[config.mk]
export PLATFORM = sky130hd
export DESIGN_NAME = lps_ctrl
export DESIGN_NICKNAME = d
export VERILOG_FILES = /design/src/hdl/lps_pkg.sv /design/src/hdl/lps_ctrl.sv
export VERILOG_INCLUDE_DIRS = /design/src /design/src/hdl
export SDC_FILE = /design/constraint.sdc
export NUM_CORES = 1
export LEC_CHECK = 0
export ABC_AREA = 1
export BUFFER_PORTS_ARGS = -buffer_cell sky130_fd_sc_hd__buf_4
export CAP_MARGIN = 20
export CORE_MARGIN = 1.5
export CORE_UTILIZATION = 50
export CTS_CLUSTER_DIAMETER = 40
export DETAILED_ROUTE_END_ITERATION = 10
export GPL_ROUTABILITY_DRIVEN = 0
export PLACE_DENSITY_LB_ADDON = 0.05
export SYNTH_ARGS = -nofsm -noshare
export SYNTH_HDL_FRONTEND = slang
export SYNTH_SLANG_ARGS = --single-unit
[constraint.sdc]
create_clock -name pclk -period 2.2 [get_ports pclk]
set_input_delay 0.11 -clock pclk [delete_from_list [all_inputs] [get_ports pclk]]
set_output_delay 0.11 -clock pclk [all_outputs]
set_load 0.03 [all_outputs]
[src/hdl/lps_regs.svh]
// Operation
// RQ1 - Straps are captured when reset goes from asserted to deasserted.
// RQ2 - Captured straps hold until the next reset; every reset recaptures.
// RQ3 - Asserted strap selects option: tristate, self test, observe disables, id.
// RQ4 - Outside system keeps non-strap address lines deasserted during reset.
// RQ5 - A halting core halts alone; the other core keeps running.
// RQ6 - Halt returns to Normal on management irq, init, restart, local or bus irq.
// RQ7 - Stop-clock in halt enters Stop-Grant; release resumes halt.
// RQ8 - While halted, snoops are serviced and interrupts accepted.
// RQ9 - Deep halt only when both cores halted and the feature is enabled.
// RQ10 - At the lowest ratio, ordinary halt is used instead of deep halt.
// RQ11 - Deep halt entry lowers ratio first, then voltage id; bus unchanged.
// RQ12 - Deep halt exit restores voltage id first, then the ratio.
// RQ13 - Snoops are processed while in deep halt.
// RQ14 - Stop-clock issues one acknowledge special cycle per core; both enter grant.
// RQ15 - Stop-Grant is entered 20 bus clocks after the acknowledge response phase.
// RQ16 - System releases stop-clock only after both cores reach Stop-Grant.
// RQ17 - Chipset tolerates a variable number of acknowledge cycles.
// RQ18 - Reset in Stop-Grant initialises but stays there until stop-clock drops.
// RQ19 - Events in Stop-Grant are latched once each, serviced after Normal return.
// RQ20 - Stop-Grant keeps snooping and latches bus-delivered interrupts.
// RQ21 - Pending-break asserts in Stop-Grant while any latched interrupt pends.
// RQ22 - Snoop or interrupt moves to a snoop state until serviced or latched.
// RQ23 - Deep halt enable is software writable; clear means ordinary halt states.
`ifndef LPS_REGS_SVH
`define LPS_REGS_SVH
`define LPS_ADDR_CTRL     12'h000
`define LPS_ADDR_STATUS   12'h004
`define LPS_ADDR_STRAP    12'h008
`define LPS_ADDR_RATIO    12'h00C
`define LPS_CTRL_DEEP_EN  0
`define LPS_GRANT_DELAY   5'd20
`define LPS_STEP_WAIT     4'hF
`define LPS_RATIO_RST     8'h0C
`define LPS_RATIO_MIN_RST 8'h06
`define LPS_VID_HI        6'h20
`define LPS_VID_LO        6'h10
`endif
[src/hdl/lps_pkg.sv]
package lps_pkg;
   typedef enum logic [3:0] {
      LPS_NORMAL, LPS_HALT, LPS_HALT_SNOOP, LPS_DEEP_RATIO, LPS_DEEP_VID,
      LPS_DEEP, LPS_DEEP_SNOOP, LPS_EXIT_VID, LPS_EXIT_RATIO,
      LPS_ACK, LPS_GRANT_WAIT, LPS_GRANT, LPS_GRANT_SNOOP
   } lps_state_t;
endpackage

[src/hdl/lps_ctrl.sv]
// Decided for this implementation: the APB interface to the registers and the register addresses.
`timescale 1ns/1ns
`include "lps_regs.svh"
module lps_ctrl import lps_pkg::*; (
   input  wire logic        pclk,
   input  wire logic        presetn,
   input  wire logic        psel,
   input  wire logic        penable,
   input  wire logic        pwrite,
   input  wire logic [11:0] paddr,
   input  wire logic [31:0] pwdata,
   output logic      [31:0] prdata,
   output logic             pready,
   output logic             pslverr,
   input  wire logic [1:0]  core_halt_req,
   input  wire logic        stop_clock_request,
   input  wire logic        snoop_active,
   input  wire logic        snoop_done,
   input  wire logic        bus_irq,
   input  wire logic        system_management_irq_pin,
   input  wire logic        soft_init_pin,
   input  wire logic        bus_fatal_restart_pin,
   input  wire logic [1:0]  local_irq_pins,
   input  wire logic        self_test_strap,
   input  wire logic        check_error_observe_strap,
   input  wire logic        fatal_restart_observe_strap,
   input  wire logic [1:0]  bus_request_pins,
   input  wire logic        ack_response,
   input  wire logic        interrupt_enable_flag,
   output logic [1:0]       core_halted,
   output logic             special_bus_cycle,
   output logic [1:0]       special_bus_cycle_core,
   output logic             pending_break_event_out,
   output logic             snoop_service,
   output logic [7:0]       core_ratio,
   output logic [5:0]       voltage_id_code,
   output logic [4:0]       latched_events,
   output logic             output_tristate,
   output logic             run_self_test,
   output logic             check_error_observe_off,
   output logic             fatal_restart_observe_off,
   output logic [1:0]       arbitration_id
);
   lps_state_t state_reg;
   lps_state_t state_next;
   logic        deep_en_reg;
   logic [7:0]  ratio_reg;
   logic [7:0]  ratio_min_reg;
   logic [4:0]  grant_cnt_reg;
   logic [3:0]  step_cnt_reg;
   logic [1:0]  ack_cnt_reg;
   logic [1:0]  grant_return_reg;
   logic [5:0]  strap_reg;
   logic        capture_reg;
   logic        break_evt;
   logic        halt_wake;
   logic        step_done;
   logic        apb_wr;
   logic        apb_rd;

   // Tells whether any latched event bit is set.
   function automatic logic any_event(input logic [4:0] ev);
      any_event = |ev;
   endfunction

   // Deep halt needs both cores halted, the enable, and room to drop ratio.
   function automatic logic deep_ok(input logic [1:0] req,
                                    input logic       en,
                                    input logic [7:0] nom,
                                    input logic [7:0] low);
      deep_ok = &req && en && nom != low;
   endfunction

   // A break is any wakeup source seen by a halted core.
   assign break_evt = system_management_irq_pin | soft_init_pin |
                      bus_fatal_restart_pin | (|local_irq_pins) | bus_irq;
   assign halt_wake = break_evt; // RQ6
   assign step_done = (step_cnt_reg == `LPS_STEP_WAIT);
   assign apb_wr    = psel & penable & pwrite;
   assign apb_rd    = psel & ~pwrite;

   // Straps are caught on the first clock after reset release and then held.
   always_ff @(posedge pclk or negedge presetn) begin
      if (!presetn) begin
         capture_reg <= 1'b1;
         strap_reg   <= 6'h00;
      end else if (capture_reg) begin
         capture_reg <= 1'b0; // RQ2
         strap_reg   <= {system_management_irq_pin, self_test_strap,
                         check_error_observe_strap,
                         fatal_restart_observe_strap,
                         bus_request_pins}; // RQ1 RQ3
      end
   end

   // Strap outputs decode the captured options.
   always_ff @(posedge pclk or negedge presetn) begin
      if (!presetn) begin
         output_tristate           <= 1'b0;
         run_self_test             <= 1'b0;
         check_error_observe_off   <= 1'b0;
         fatal_restart_observe_off <= 1'b0;
         arbitration_id            <= 2'h0;
      end else begin
         output_tristate           <= strap_reg[5]; // RQ3
         run_self_test             <= strap_reg[4];
         check_error_observe_off   <= strap_reg[3];
         fatal_restart_observe_off <= strap_reg[2];
         arbitration_id            <= strap_reg[1:0];
      end
   end

   // Next-state logic of the low-power machine.
   always_comb begin
      state_next = state_reg;
      unique case (state_reg)
         LPS_NORMAL: begin
            // A reset during a held stop-clock goes straight back to grant.
            if (stop_clock_request)
               state_next = capture_reg ? LPS_GRANT : LPS_ACK; // RQ14 RQ18
            else if (deep_ok(core_halt_req, deep_en_reg, ratio_reg,
                             ratio_min_reg))
               state_next = LPS_DEEP_RATIO; // RQ9 RQ23
            else if (|core_halt_req)
               state_next = LPS_HALT; // RQ5 RQ10
         end
         LPS_HALT: begin
            if (stop_clock_request)
               state_next = LPS_ACK; // RQ7
            else if (halt_wake)
               state_next = LPS_NORMAL; // RQ6
            else if (deep_ok(core_halt_req, deep_en_reg, ratio_reg,
                             ratio_min_reg))
               state_next = LPS_DEEP_RATIO; // RQ9 RQ10
            else if (snoop_active)
               state_next = LPS_HALT_SNOOP; // RQ8 RQ22
         end
         LPS_HALT_SNOOP:
            if (snoop_done || bus_irq)
               state_next = LPS_HALT; // RQ22
         LPS_DEEP_RATIO:
            if (step_done)
               state_next = LPS_DEEP_VID; // RQ11
         LPS_DEEP_VID:
            if (step_done)
               state_next = LPS_DEEP;
         LPS_DEEP: begin
            if (halt_wake || stop_clock_request)
               state_next = LPS_EXIT_VID; // RQ12
            else if (snoop_active)
               state_next = LPS_DEEP_SNOOP; // RQ13
         end
         LPS_DEEP_SNOOP:
            if (snoop_done || bus_irq)
               state_next = LPS_DEEP; // RQ22
         LPS_EXIT_VID:
            if (step_done)
               state_next = LPS_EXIT_RATIO; // RQ12
         LPS_EXIT_RATIO:
            if (step_done)
               state_next = LPS_NORMAL;
         LPS_ACK:
            if (ack_response && ack_cnt_reg == 2'd1)
               state_next = LPS_GRANT_WAIT; // RQ14
         LPS_GRANT_WAIT:
            if (grant_cnt_reg == `LPS_GRANT_DELAY - 5'd1)
               state_next = LPS_GRANT; // RQ15
         LPS_GRANT: begin
            if (!stop_clock_request)
               state_next = grant_return_reg[0] ? LPS_HALT
                                                : LPS_NORMAL; // RQ7 RQ18
            else if (snoop_active || bus_irq)
               state_next = LPS_GRANT_SNOOP; // RQ20 RQ22
         end
         LPS_GRANT_SNOOP:
            if (snoop_done || bus_irq)
               state_next = LPS_GRANT; // RQ22
      endcase
   end

   // State register; reset initialises but a held stop-clock returns to grant.
   always_ff @(posedge pclk or negedge presetn) begin
      if (!presetn)
         state_reg <= LPS_NORMAL;
      else
         state_reg <= state_next; // RQ18
   end

   // Remembers whether the stop-clock episode started from halt.
   always_ff @(posedge pclk or negedge presetn) begin
      if (!presetn)
         grant_return_reg <= 2'b00;
      else if (state_reg != LPS_ACK && state_next == LPS_ACK)
         grant_return_reg <= {1'b0, state_reg != LPS_NORMAL}; // RQ7
   end

   // Settle counter for each ratio or voltage step.
   always_ff @(posedge pclk or negedge presetn) begin
      if (!presetn)
         step_cnt_reg <= 4'h0;
      else if (state_next != state_reg)
         step_cnt_reg <= 4'h0;
      else if (!step_done)
         step_cnt_reg <= step_cnt_reg + 4'h1;
   end

   // Counts bus clocks after the final acknowledge response phase.
   always_ff @(posedge pclk or negedge presetn) begin
      if (!presetn)
         grant_cnt_reg <= 5'd0;
      else if (state_reg == LPS_GRANT_WAIT)
         grant_cnt_reg <= grant_cnt_reg + 5'd1; // RQ15
      else
         grant_cnt_reg <= 5'd0;
   end

   // One acknowledge special cycle per core, each ended by its response.
   always_ff @(posedge pclk or negedge presetn) begin
      if (!presetn) begin
         ack_cnt_reg            <= 2'd0;
         special_bus_cycle      <= 1'b0;
         special_bus_cycle_core <= 2'b00;
      end else if (state_reg == LPS_ACK) begin
         special_bus_cycle      <= ~ack_response; // RQ14
         special_bus_cycle_core <= ack_cnt_reg[0] ? 2'b10 : 2'b01;
         if (ack_response)
            ack_cnt_reg <= ack_cnt_reg + 2'd1;
      end else begin
         ack_cnt_reg            <= 2'd0;
         special_bus_cycle      <= 1'b0;
         special_bus_cycle_core <= 2'b00;
      end
   end

   // Ratio and voltage id follow the entry and exit ordering.
   always_ff @(posedge pclk or negedge presetn) begin
      if (!presetn) begin
         core_ratio      <= `LPS_RATIO_RST;
         voltage_id_code <= `LPS_VID_HI;
      end else unique case (state_reg)
         LPS_DEEP_RATIO: core_ratio      <= ratio_min_reg; // RQ11
         LPS_DEEP_VID:   voltage_id_code <= `LPS_VID_LO;   // RQ11
         LPS_EXIT_VID:   voltage_id_code <= `LPS_VID_HI;   // RQ12
         LPS_EXIT_RATIO: core_ratio      <= ratio_reg;     // RQ12
         default: ;
      endcase
   end

   // Events in grant are latched once each and released back in Normal.
   always_ff @(posedge pclk or negedge presetn) begin
      if (!presetn)
         latched_events <= 5'h00;
      else if (state_reg == LPS_GRANT || state_reg == LPS_GRANT_SNOOP)
         latched_events <= latched_events |
            {system_management_irq_pin, soft_init_pin,
             bus_fatal_restart_pin, |local_irq_pins, bus_irq}; // RQ19 RQ20
      else if (state_reg == LPS_NORMAL)
         latched_events <= 5'h00;
   end

   // Pending break ignores the interrupt enable flag on purpose.
   always_ff @(posedge pclk or negedge presetn) begin
      if (!presetn)
         pending_break_event_out <= 1'b0;
      else
         pending_break_event_out <= (state_reg == LPS_GRANT ||
            state_reg == LPS_GRANT_SNOOP) &&
            (any_event(latched_events) |
             (interrupt_enable_flag & 1'b0)); // RQ21
   end

   // Per-core halt indication and snoop service strobe.
   always_ff @(posedge pclk or negedge presetn) begin
      if (!presetn) begin
         core_halted   <= 2'b00;
         snoop_service <= 1'b0;
      end else begin
         core_halted   <= (state_reg == LPS_NORMAL) ? 2'b00 :
                          (state_reg == LPS_HALT ||
                           state_reg == LPS_HALT_SNOOP) ?
                          core_halt_req : 2'b11; // RQ5
         snoop_service <= state_reg == LPS_HALT_SNOOP ||
                          state_reg == LPS_DEEP_SNOOP ||
                          state_reg == LPS_GRANT_SNOOP; // RQ8 RQ13
      end
   end

   // APB register writes: control, nominal and lowest ratio.
   always_ff @(posedge pclk or negedge presetn) begin
      if (!presetn) begin
         deep_en_reg   <= 1'b0;
         ratio_reg     <= `LPS_RATIO_RST;
         ratio_min_reg <= `LPS_RATIO_MIN_RST;
      end else if (apb_wr) begin
         if (paddr == `LPS_ADDR_CTRL)
            deep_en_reg <= pwdata[`LPS_CTRL_DEEP_EN]; // RQ23
         if (paddr == `LPS_ADDR_RATIO) begin
            ratio_reg     <= pwdata[7:0];
            ratio_min_reg <= pwdata[15:8];
         end
      end
   end

   // APB read data, zero-wait answer, error on unmapped address.
   always_ff @(posedge pclk or negedge presetn) begin
      if (!presetn) begin
         prdata  <= 32'h0000_0000;
         pready  <= 1'b0;
         pslverr <= 1'b0;
      end else begin
         pready  <= psel & ~penable;
         pslverr <= psel & ~penable &
                    paddr != `LPS_ADDR_CTRL && paddr != `LPS_ADDR_STATUS &&
                    paddr != `LPS_ADDR_STRAP && paddr != `LPS_ADDR_RATIO;
         prdata  <= 32'h0000_0000;
         if (apb_rd && !penable)
            unique case (paddr)
               `LPS_ADDR_CTRL:   prdata <= {31'h0, deep_en_reg};
               `LPS_ADDR_STATUS: prdata <= {21'h0, latched_events,
                                            2'h0, state_reg};
               `LPS_ADDR_STRAP:  prdata <= {26'h0, strap_reg};
               `LPS_ADDR_RATIO:  prdata <= {16'h0, ratio_min_reg,
                                            ratio_reg};
               default:          prdata <= 32'h0000_0000;
            endcase
      end
   end

   // Stop-grant follows the last acknowledge response by the counted delay.
   a_grant_delay: assert property ( // RQ15
      @(posedge pclk) disable iff (!presetn)
      state_reg == LPS_GRANT && $past(state_reg) == LPS_GRANT_WAIT |->
      $past(ack_response, `LPS_GRANT_DELAY + 1))
      else $error("grant entered at wrong count");
   // Ratio drops before voltage on entry.
   a_deep_order: assert property ( // RQ11
      @(posedge pclk) disable iff (!presetn)
      $fell(voltage_id_code == `LPS_VID_HI) |-> core_ratio == ratio_min_reg)
      else $error("voltage lowered before ratio");
   // Voltage restored before ratio on exit.
   a_exit_order: assert property ( // RQ12
      @(posedge pclk) disable iff (!presetn)
      state_reg == LPS_EXIT_RATIO |-> voltage_id_code == `LPS_VID_HI)
      else $error("ratio restored before voltage");
   // Deep halt needs enable and both cores halted.
   a_deep_entry: assert property ( // RQ9
      @(posedge pclk) disable iff (!presetn)
      state_reg != LPS_DEEP_RATIO && state_next == LPS_DEEP_RATIO |->
      deep_en_reg && &core_halt_req && ratio_reg != ratio_min_reg)
      else $error("deep halt entered without conditions");
   // Pending break only in grant with an event latched.
   a_break_out: assert property ( // RQ21
      @(posedge pclk) disable iff (!presetn)
      pending_break_event_out |-> $past(latched_events) != 5'h00)
      else $error("pending break without event");
   // Grant releases to halt when it came from halt.
   a_grant_halt: assert property ( // RQ7
      @(posedge pclk) disable iff (!presetn)
      state_reg == LPS_GRANT && !stop_clock_request && grant_return_reg[0]
      |=> state_reg == LPS_HALT)
      else $error("grant did not resume halt");
   // Halt wakes to Normal on a break event.
   a_halt_wake: assert property ( // RQ6
      @(posedge pclk) disable iff (!presetn)
      state_reg == LPS_HALT && !stop_clock_request && break_evt
      |=> state_reg == LPS_NORMAL)
      else $error("halt missed wake");
   // Straps hold after capture.
   a_strap_hold: assert property ( // RQ2
      @(posedge pclk) disable iff (!presetn)
      !capture_reg && !$past(capture_reg) |-> $stable(strap_reg))
      else $error("strap changed");
   // A reset while stop-clock is held lands back in stop-grant at once.
   a_reset_grant: assert property ( // RQ18
      @(posedge pclk) disable iff (!presetn)
      capture_reg && stop_clock_request |=> state_reg == LPS_GRANT)
      else $error("reset left stop grant");
endmodule

==> results_dict.tcl, run 1 <==
set metrics [dict create \
    wirelength_um 10000 \
    regMostFlops "prdata" \
    grt_use_met3 0.0343 \
    p_per_area_nw_per_um2 989 \
    clkTransAtPathRegs_ns 0.09 \
    worst_slew_pin_slew_ns 0.505 \
    drcViolationCount 0 \
    synth-edff-count 0 \
    portBuffers 95 \
    crit_arrival_ns 2.32 \
    netlist_instances 487 \
    final_nets 689 \
    vias_per_cell 4.93 \
    cts-buffers-inserted 9 \
    dp_hpwl_um 7610 \
    grt_usage 0.231 \
    slew_violations 0 \
    async_flop_share 1.00 \
    clock-skew-final_ns 0.0128 \
    grt_pass1_wl_um 15700 \
    ys_ff_latch 86 \
    ys_warn_count 0 \
    htreeDepth 3 \
    post-route-period-util 0.926 \
    synthesis.area_um2 4280 \
    path_cells "nor2_4 -> buf_4 -> nand2_2 -> inv_2 -> a21oi_1 -> nand2_1 -> nor2_2 -> nand3_2 -> nand2_1 -> nand2_1 -> nor2_2 -> nand2_2 -> nor2_1" \
    area_growth_syn_to_layout_pct 28.8 \
    grt_use_met1 0.300 \
    drv_cap 0 \
    ys_seq_area_frac 0.506 \
    timing.slew.headroom 0.662 \
    die_h_um 95.5 \
    drt.antenna.violating_nets 0 \
    clock-sinks 86 \
    setup_slack_ns 0.163 \
    place_area_um2 5050 \
    clock.fmax_mhz 491 \
    num_io_pins 133 \
    globalRoute.totalOverflow 0 \
    final-hold-violation-count 0 \
    cp_max_fo 8 \
    clockRootBuffer "clkbuf_8" \
    start_util 0.518 \
    worstSetupStartpointType "flop" \
    setup_violations 0 \
    drive_above_1_share 0.295 \
    floorplan.rows 33 \
    crit_type "reg2reg" \
    endpoint_kind "flop" \
    coreArea_um2 8260 \
    synthFlopType "dfrtp_1" \
    critical_path_required_ns 2.48 \
    top_usage_layer "met2" \
    cts_resized 0 \
    use_met2 0.382 \
    die-area_um2 9110 \
    cts_buffer_depth 2 \
    clk_latency_ns 0.36 \
    worstRegToRegCells 13 \
    routed-via-count 3596 \
    drt_iter0_markers 145 \
    largest_reg_flops 16 \
    grt_pass1_vias 3320 \
    wl_per_cell_um 13.8 \
    final_cell_area_um2 5510 \
    slowest_stage "dfrtp_1" \
    antenna_found_initial 0 \
    cts_tree "yes" \
    die_w_um 95.5 \
    holdWs_ns 0.0149 \
    ys_types 46 \
    dr.pass1.iters 5 \
    crit_top_cell "nand2_1" \
    irDropWorstVdd_v 0.000824 \
    hold_path_class "in2reg" \
    grt_max_degree 57 \
    pre_cts_slack_ns 0.203 \
    final.min_clock_period_ns 2.04 \
    antenna_cells 0 \
    status "finished clean" \
    avgSynthCellArea_um2 8.78 \
    final_cells 729 \
    whs_path_depth 3 \
    critPathMaxStageDelay_ns 0.57 \
    dp.cells 685 \
    power.static_leakage_nw 2.80 \
]
cell families after synthesis:
logic type               share of synthesized area
flip-flops                                   0.506
adder cells (fa/ha/maj)                    0.00878
multiplexers                                0.0418
XOR/XNOR                                    0.0143
AND/OR/NAND/NOR                              0.226
buffers and inverters                        0.109
other                                     0.000877
AO/OA/AOI/OAI                               0.0937
Yosys cell counts (2+ instances only):
| library cell | number | area share |
|---|---|---|
| nand2_1 | 89 | 0.078 |
| dfrtp_1 | 78 | 0.46 |
| inv_1 | 64 | 0.056 |
| nor2_1 | 55 | 0.048 |
| buf_4 | 20 | 0.035 |
| o21ai_0 | 20 | 0.023 |
| o22ai_1 | 16 | 0.023 |
| mux2_2 | 15 | 0.040 |
| nand3_1 | 15 | 0.018 |
| a21oi_1 | 14 | 0.016 |
| nor2_2 | 9 | 0.013 |
| a31oi_1 | 8 | 0.012 |
| dfstp_2 | 8 | 0.049 |
| nand2_2 | 8 | 0.012 |
| nor3_1 | 7 | 0.0082 |
| inv_2 | 6 | 0.0053 |
| nand4_1 | 5 | 0.0073 |
| xnor2_1 | 5 | 0.010 |
| clkbuf_1 | 3 | 0.0026 |
| ha_1 | 3 | 0.0088 |
| nand2_4 | 3 | 0.0079 |
| o21ai_2 | 3 | 0.0061 |
| and3_1 | 2 | 0.0029 |
| clkinv_1 | 2 | 0.0018 |
| inv_4 | 2 | 0.0029 |
| nand3_2 | 2 | 0.0047 |
| nor2_4 | 2 | 0.0053 |
| nor3_2 | 2 | 0.0047 |
| nor4_1 | 2 | 0.0029 |
| o21ai_1 | 2 | 0.0023 |
| xor2_1 | 2 | 0.0041 |
critical path: cells and delay by family, from the launching register on:
family	cells	cell delay, ns
compound gates	1	0.14
buf+inv	2	0.22
flops	1	0.57
simple gates	10	1.02
routing by layer:
layer  routed length, um  part of all wire  vias up
met1                4260              0.42     1710
met5                   0                 0        -
met4                 199             0.020        0
met3                 563             0.056       14
met2                5030              0.50       95
li1                    -                 -     1777
cell type report:
type | count | area [um^2]
repair buffers | 126 | 1020
flip-flops and latches | 86 | 2160
clock inverters | 6 | 45.0
well taps | 105 | 131
multi-input cells | 321 | 1720
inverters | 75 | 288
fillers | 704 | 2750
clock buffers | 10 | 138
power breakdown:
| group | internal, mW | switching, mW |
|---|---|---|
| Sequential | 1.86 | 0.212 |
| Combinational | 0.832 | 1.50 |
| Clock | 0.447 | 0.597 |
| Total | 3.13 | 2.31 |
through the flow:
step	power (mW)	utilization	TNS, ns
2_1_floorplan	3.70	-	0
3_3_place_gp	4.31	0.612	0
3_5_place_dp	4.35	0.612	0
4_1_cts	5.42	0.663	0
5_1_grt	5.81	0.667	-0.0171
6_report	5.45	0.667	0
cell usage in the layout (no fill, tap or decap), drive strengths merged, types with 4 or more instances in the layout:
cell type    netlist  routed
nor2              67      67
a21oi             15      15
xnor2              5       5
clkbuf             3      10
nand3             17      17
o21ai             25      25
clkinv             3       4
dfstp              8       8
inv               72      74
nor3               9       9
o22ai             16      16
a31oi              8       8
conb               1      21
dlygate4sd3        0      25
buf               22     101
mux2              15      15
nand2            100     100
nand4              6       6
dfrtp             78      78
what timing repair did:
item / CTS / global route
buffers inserted: 0 / 3
setup endpoints to repair: 0 / 2
endpoints found under the hold margin: 53 / 1
hold buffers: 24 / 1
worst paths after layout:
kind / from / endpoint / slack (ns)
min: core_halt_req[1] / core_halted[1]$_DFF_PN0_ / 0.01
min reg2reg: strap_reg[5]$_DFFE_PN0P_ / output_tristate$_DFF_PN0_ / 0.38
min in group asynchronous: presetn / check_error_observe_off$_DFF_PN0_ / 0.22
max reg2reg: state_reg[1]$_DFF_PN0_ / step_cnt_reg[3]$_DFFE_PN0P_ / 0.16
max: state_reg[1]$_DFF_PN0_ / step_cnt_reg[3]$_DFFE_PN0P_ / 0.16
max in group asynchronous: presetn / ratio_min_reg[2]$_DFFE_PN1P_ / 1.31
No activity file was read; power rests on OpenSTA's default activity.
==> inputs of run 2 (changes only) <==
CORE_MARGIN = default   (was 1.5)
SLEW_MARGIN = 20   (was default)
==> run 2 against run 1 <==
  * Clock-buffer cell count unchanged
  * Cell area up 0.30%
  * Combinational power about the same
  * First-iteration DRC count down 18%
  * Setup slack better by 0.028 ns
  * Clock power up 12%
  * Critical path depth down 2
  * Sequential share of layout area down 0.12 points
  * Highest routed layer unchanged
  * Cell count down 0.14%
  * Sequential cell count unchanged
  * Die area down 2.1%
  * Register-to-register slack better by 0.03 ns
==> results_dict.tcl, run 2 (same netlist as run 1, synthesis figures left out) <==
set metrics [dict create \
    drt.antenna.violating_nets 0 \
    timing.slew.headroom 0.638 \
    internal_power_mw 3.24 \
    floorplan.rows 33 \
    antenna_found_initial 0 \
    crit_type "reg2reg" \
    utilization 0.669 \
    clkTransAtPathRegs_ns 0.09 \
    rsz0062_at_grt "no" \
    largest_reg_flops 16 \
    final-hold-violation-count 0 \
    pre_cts_slack_ns 0.213 \
    endpoint_kind "flop" \
    dp.cells 685 \
    power.static_leakage_nw 2.82 \
    critical_path_required_ns 2.49 \
    cts_buffer_depth 2 \
    final_cells 728 \
    wirelength_um 10200 \
    dr.pass1.iters 4 \
    die-area_um2 8920 \
    drv_cap 0 \
    drive_above_1_share 0.294 \
    clock-sinks 86 \
    clock.fmax_mhz 498 \
    setup_slack_ns 0.191 \
    n_fill_cell 690 \
    routed-via-count 3638 \
    grt_pass1_wl_um 16200 \
    fin_setup_tns_ns 0 \
    coreArea_um2 8260 \
    hold_path_class "in2reg" \
    die_h_um 94.5 \
    cts-buffers-inserted 9 \
    clock-skew-final_ns 0.00652 \
    seqCellArea_um2 2160 \
    globalRoute.totalOverflow 0 \
    final_nets 688 \
    netSwitchingFraction 0.417 \
    grt_usage 0.239 \
    pwr-share-comb 0.420 \
    die_w_um 94.5 \
    p_sw_mw 2.32 \
    regMostFlops "prdata" \
    worst_slew_pin_slew_ns 0.542 \
    place_area_um2 5050 \
    setup_violations 0 \
    cp_max_fo 8 \
    num_io_pins 133 \
    grt_max_degree 51 \
    final_cell_area_um2 5520 \
    drcViolationCount 0 \
    holdWs_ns 0.000472 \
    p_seq_frac 0.371 \
    drt_iter0_markers 119 \
    crit_arrival_ns 2.30 \
    portBuffers 95 \
    area_growth_syn_to_layout_pct 29.2 \
    layout_common_cells "buf_4 (99), nand2_1 (89), dfrtp_1 (78)" \
    slowest_stage "dfrtp_1" \
    status "finished clean" \
    final.min_clock_period_ns 2.01 \
    post-route-period-util 0.913 \
    final_common_cell "buf_4" \
    irDropWorstVdd_v 0.000749 \
    wl_per_cell_um 14.0 \
    antenna_cells 0 \
    power_frac_clock 0.209 \
    vias_per_cell 5.00 \
    slew_violations 0 \
    clk_latency_ns 0.36 \
    clockRootBuffer "clkbuf_8" \
    power.total_mw 5.56 \
    worstSetupStartpointType "flop" \
    htreeDepth 3 \
    critPathMaxStageDelay_ns 0.51 \
    path_cells "nor2_4 -> nand2_2 -> o21ai_2 -> and3_1 -> nand2_1 -> and3_4 -> a21boi_1 -> nand2_1 -> nor2_2 -> nand2_2 -> nor2_1" \
    p_per_area_nw_per_um2 1010 \
    start_util 0.518 \
    grt_pass1_vias 3414 \
    r2r_setup_slack_ns 0.19 \
    multi_input_area_um2 1720 \
    dp_hpwl_um 7630 \
    cts_tree "yes" \
]
==> run 2: power by group through the flow <==
stage | registers [mW] | clock network, mW | logic, mW
floorplan | 2.37 | 0 | 1.32
global placement | 2.09 | 0 | 2.22
detailed placement | 2.10 | 0 | 2.26
CTS | 2.06 | 1.18 | 2.30
global route | 2.09 | 1.23 | 2.58
finish | 2.06 | 1.16 | 2.33
==> run 2: worst max-delay path: cells and delay by family (launching register included) <==
kind	cells	cell delay (ns)
AND/OR/NAND/NOR	9	1.18
AO/OA/AOI/OAI	2	0.24
flip-flops	1	0.51
==> run 2: final cells by class <==
| type | instances | share of cell area |
|---|---|---|
| flip-flops and latches | 86 | 0.391 |
| multi-input cells | 321 | 0.312 |
| repair buffers | 125 | 0.183 |
| inverters | 75 | 0.0521 |
| clock buffers | 10 | 0.0249 |
| well taps | 105 | 0.0238 |
| clock inverters | 6 | 0.0125 |
==> run 2: path summary, 6_finish.rpt <==
| check | to | startpoint | depth (start not counted) |
|---|---|---|---|
| worst max-delay path | step_cnt_reg[1]$_DFFE_PN0P_ | state_reg[1]$_DFF_PN0_ | 11 |
| worst min-delay path | strap_reg[2]$_DFFE_PN0P_ | fatal_restart_observe_strap | 3 |
| worst max register to register | step_cnt_reg[1]$_DFFE_PN0P_ | state_reg[1]$_DFF_PN0_ | 11 |
| worst min register to register | arbitration_id[0]$_DFF_PN0_ | strap_reg[0]$_DFFE_PN0P_ | 0 |
| max in group asynchronous | ratio_reg[2]$_DFFE_PN1P_ | presetn | 3 |
| min in group asynchronous | check_error_observe_off$_DFF_PN0_ | presetn | 2 |
==> run 2: what timing repair did <==
item | CTS | global route
hold buffers | 25 | 0
endpoints found under the hold margin | 60 | 0
buffers inserted | 0 | 2
resized for setup | 0 | 0
endpoints found under the setup margin | 0 | 3
==> run 2: per-layer routing <==
layer / track usage / routed length [um]
met5: 0 / 0
met4: 0.0972 / 216
met3: 0.0338 / 502
met2: 0.406 / 5190
met1: 0.308 / 4250
==> inputs of run 3 (changes only) <==
CELL_PAD_IN_SITES_DETAIL_PLACEMENT = 1   (was default)
CELL_PAD_IN_SITES_GLOBAL_PLACEMENT = 1   (was default)
CORE_UTILIZATION = 38   (was 50)
==> run 3 against run 2 <==
  * Global-route usage fell by 2.7 points
  * Cell area grew 2.1%
  * First-iteration DRC count fell by 24%
  * Worst hold slack better by 0.020 ns
  * Register-to-register slack barely moved
  * Clock skew increased by 0.0021 ns
  * Maximum frequency is 0.54% higher
  * Via count is 0.36% higher
  * Die area grew 31%
  * Highest routed layer unchanged
==> results_dict.tcl, run 3 (same netlist as run 1, synthesis figures left out) <==
set metrics [dict create \
    status "finished clean" \
    portBuffers 95 \
    path_cells "ha_1 -> nand3_2 -> inv_1 -> a21oi_1 -> a21oi_1 -> and3_4 -> nand2_1 -> nor3_2 -> nand2_1 -> nand2_1 -> nand2_1" \
    crit_arrival_ns 2.25 \
    critPathMaxStageDelay_ns 0.39 \
    clockRootBuffer "clkbuf_8" \
    layout_common_cells "buf_4 (101), nand2_1 (89), dfrtp_1 (76)" \
    final-hold-violation-count 0 \
    dr.pass1.iters 4 \
    grt_pass1_wl_um 18700 \
    vias_per_cell 4.77 \
    timing.slew.headroom 0.610 \
    p_per_area_nw_per_um2 1030 \
    die_h_um 108 \
    clk_latency_ns 0.36 \
    wirelength_um 11700 \
    drt_iter0_markers 91 \
    regMostFlops "prdata" \
    htreeDepth 3 \
    drcViolationCount 0 \
    clock-sinks 86 \
    final_common_cell "buf_4" \
    die_w_um 108 \
    antenna_cells 0 \
    drv_cap 0 \
    fin_setup_tns_ns 0 \
    final.min_clock_period_ns 2.00 \
    cts_tree "yes" \
    utilization 0.518 \
    clock-skew-final_ns 0.00860 \
    worstRegToRegCells 11 \
    critical_path_required_ns 2.45 \
    routed-via-count 3651 \
    r2r_setup_slack_ns 0.20 \
    start_util 0.393 \
    power.static_leakage_nw 2.85 \
    die-area_um2 11700 \
    cp_max_fo 7 \
    drive_above_1_share 0.300 \
    hold_path_class "in2reg" \
    slowest_stage "dfrtp_1" \
    crit_family "simple AND/OR/NAND/NOR gates" \
    globalRoute.totalOverflow 0 \
    setup_violations 0 \
    antenna_found_initial 0 \
    rsz0062_at_grt "no" \
    worstSetupStartpointType "flop" \
    irDropWorstVdd_v 0.000752 \
    slew_violations 0 \
    crit_top_cell "nand2_1" \
    dp_hpwl_um 8820 \
    crit_type "reg2reg" \
    rr_startpoint "step_cnt_reg[0]$_DFFE_PN0P_" \
    coreArea_um2 10900 \
    largest_reg_flops 16 \
    path_buf_inv 1 \
    worst_slew_pin_slew_ns 0.585 \
    cp_num_cells 11 \
    r2r-end "grant_return_reg[0]$_DFFE_PN0P_" \
    grt_usage 0.212 \
    grt_max_degree 44 \
    endpoint_kind "flop" \
    post-route-period-util 0.908 \
    clkTransAtPathRegs_ns 0.09 \
    cts_buffer_depth 2 \
    num_io_pins 133 \
    setup.worst_path.start "step_cnt_reg[0]$_DFFE_PN0P_" \
    floorplan.rows 38 \
    clock.fmax_mhz 500 \
    cp-endpoint "grant_return_reg[0]$_DFFE_PN0P_" \
    cts-buffers-inserted 9 \
    drt.antenna.violating_nets 0 \
    grt_pass1_vias 3843 \
    area_growth_syn_to_layout_pct 31.9 \
    wl_per_cell_um 15.3 \
    final_nets 691 \
]
-- run 3: cell count changes in the layout (fill, tap and decap cells not counted) --
cell / previous run / this run
dlygate4sd3_1: 25 / 26
nor2_1: 55 / 54
clkinv_2: 2 / 3
buf_4: 99 / 101
bufinv_16: 1 / 3
inv_6: 2 / 0
dfrtp_1: 78 / 76
dfrtp_2: 0 / 2
clkinvlp_4: 1 / 0
nor2_2: 9 / 10
-- run 3: final cells by class --
class / instances / area, um^2
Inverter: 75 / 288
Tap cell: 140 / 175
Sequential cell: 86 / 2160
Fill cell: 1315 / 5250
Multi-Input combinational cell: 321 / 1730
Timing Repair Buffer: 128 / 1040
Clock inverter: 6 / 109
Clock buffer: 10 / 138
-- run 3: stage by stage --
step | hold slack [ns] | power (mW) | instances | worst slack, ns | cell area (um^2)
4_1_cts | 0.00370 | 5.85 | 764 | 0.176 | 5620
5_1_grt | 0.0268 | 6.19 | 766 | 0.000757 | 5640
3_3_place_gp | 0.145 | 4.38 | 722 | 0.233 | 5110
3_5_place_dp | 0.153 | 4.43 | 722 | 0.206 | 5110
6_report | 0.0209 | 5.81 | 766 | 0.202 | 5640
2_1_floorplan | -0.186 | 3.70 | 507 | 0.502 | 4350
-- run 3: worst register-to-register path: stages, from the launching register on --
cell     delay (ns)
dfrtp_1        0.39
ha_1           0.22
nand3_2        0.18
inv_1          0.15
a21oi_1        0.11
a21oi_1        0.19
and3_4         0.23
nand2_1        0.06
nor3_2         0.19
nand2_1        0.07
nand2_1        0.06
nand2_1        0.04
-- run 3: what timing repair did --
item / CTS / global route
setup buffers: 0 / 2
hold buffers: 26 / 0
endpoints found under the setup margin: 0 / 4
endpoints found under the hold margin: 66 / 0
gates resized for setup: 0 / 3
-- run 3: worst min-delay path by stage --
stage	from	to	cells after the start
4_1_cts	bus_fatal_restart_pin	latched_events[2]$_DFFE_PN0P_	3
3_3_place_gp	presetn	run_self_test$_DFF_PN0_	1
6_report	pwrite	prdata[14]$_DFF_PN0_	4
2_1_floorplan	presetn	ack_cnt_reg[0]$_DFFE_PN0N_	0
5_1_grt	soft_init_pin	latched_events[3]$_DFFE_PN0P_	3
3_5_place_dp	presetn	check_error_observe_off$_DFF_PN0_	1
-- run 3: where the power goes --
| part | total (mW) | switching (mW) | internal (mW) |
|---|---|---|---|
| logic | 2.37 | 1.53 | 0.840 |
| clock network | 1.37 | 0.583 | 0.784 |
| registers | 2.07 | 0.214 | 1.86 |
| total | 5.81 | 2.33 | 3.48 |
-- run 3: per-layer routing --
layer  routed length (um)  track usage  up-vias
li1                     -            -     1783
met2                 6070        0.378       68
met3                  421       0.0428       18
met5                    0            0        -
met4                  220       0.0753        0
met1                 4990        0.253     1782
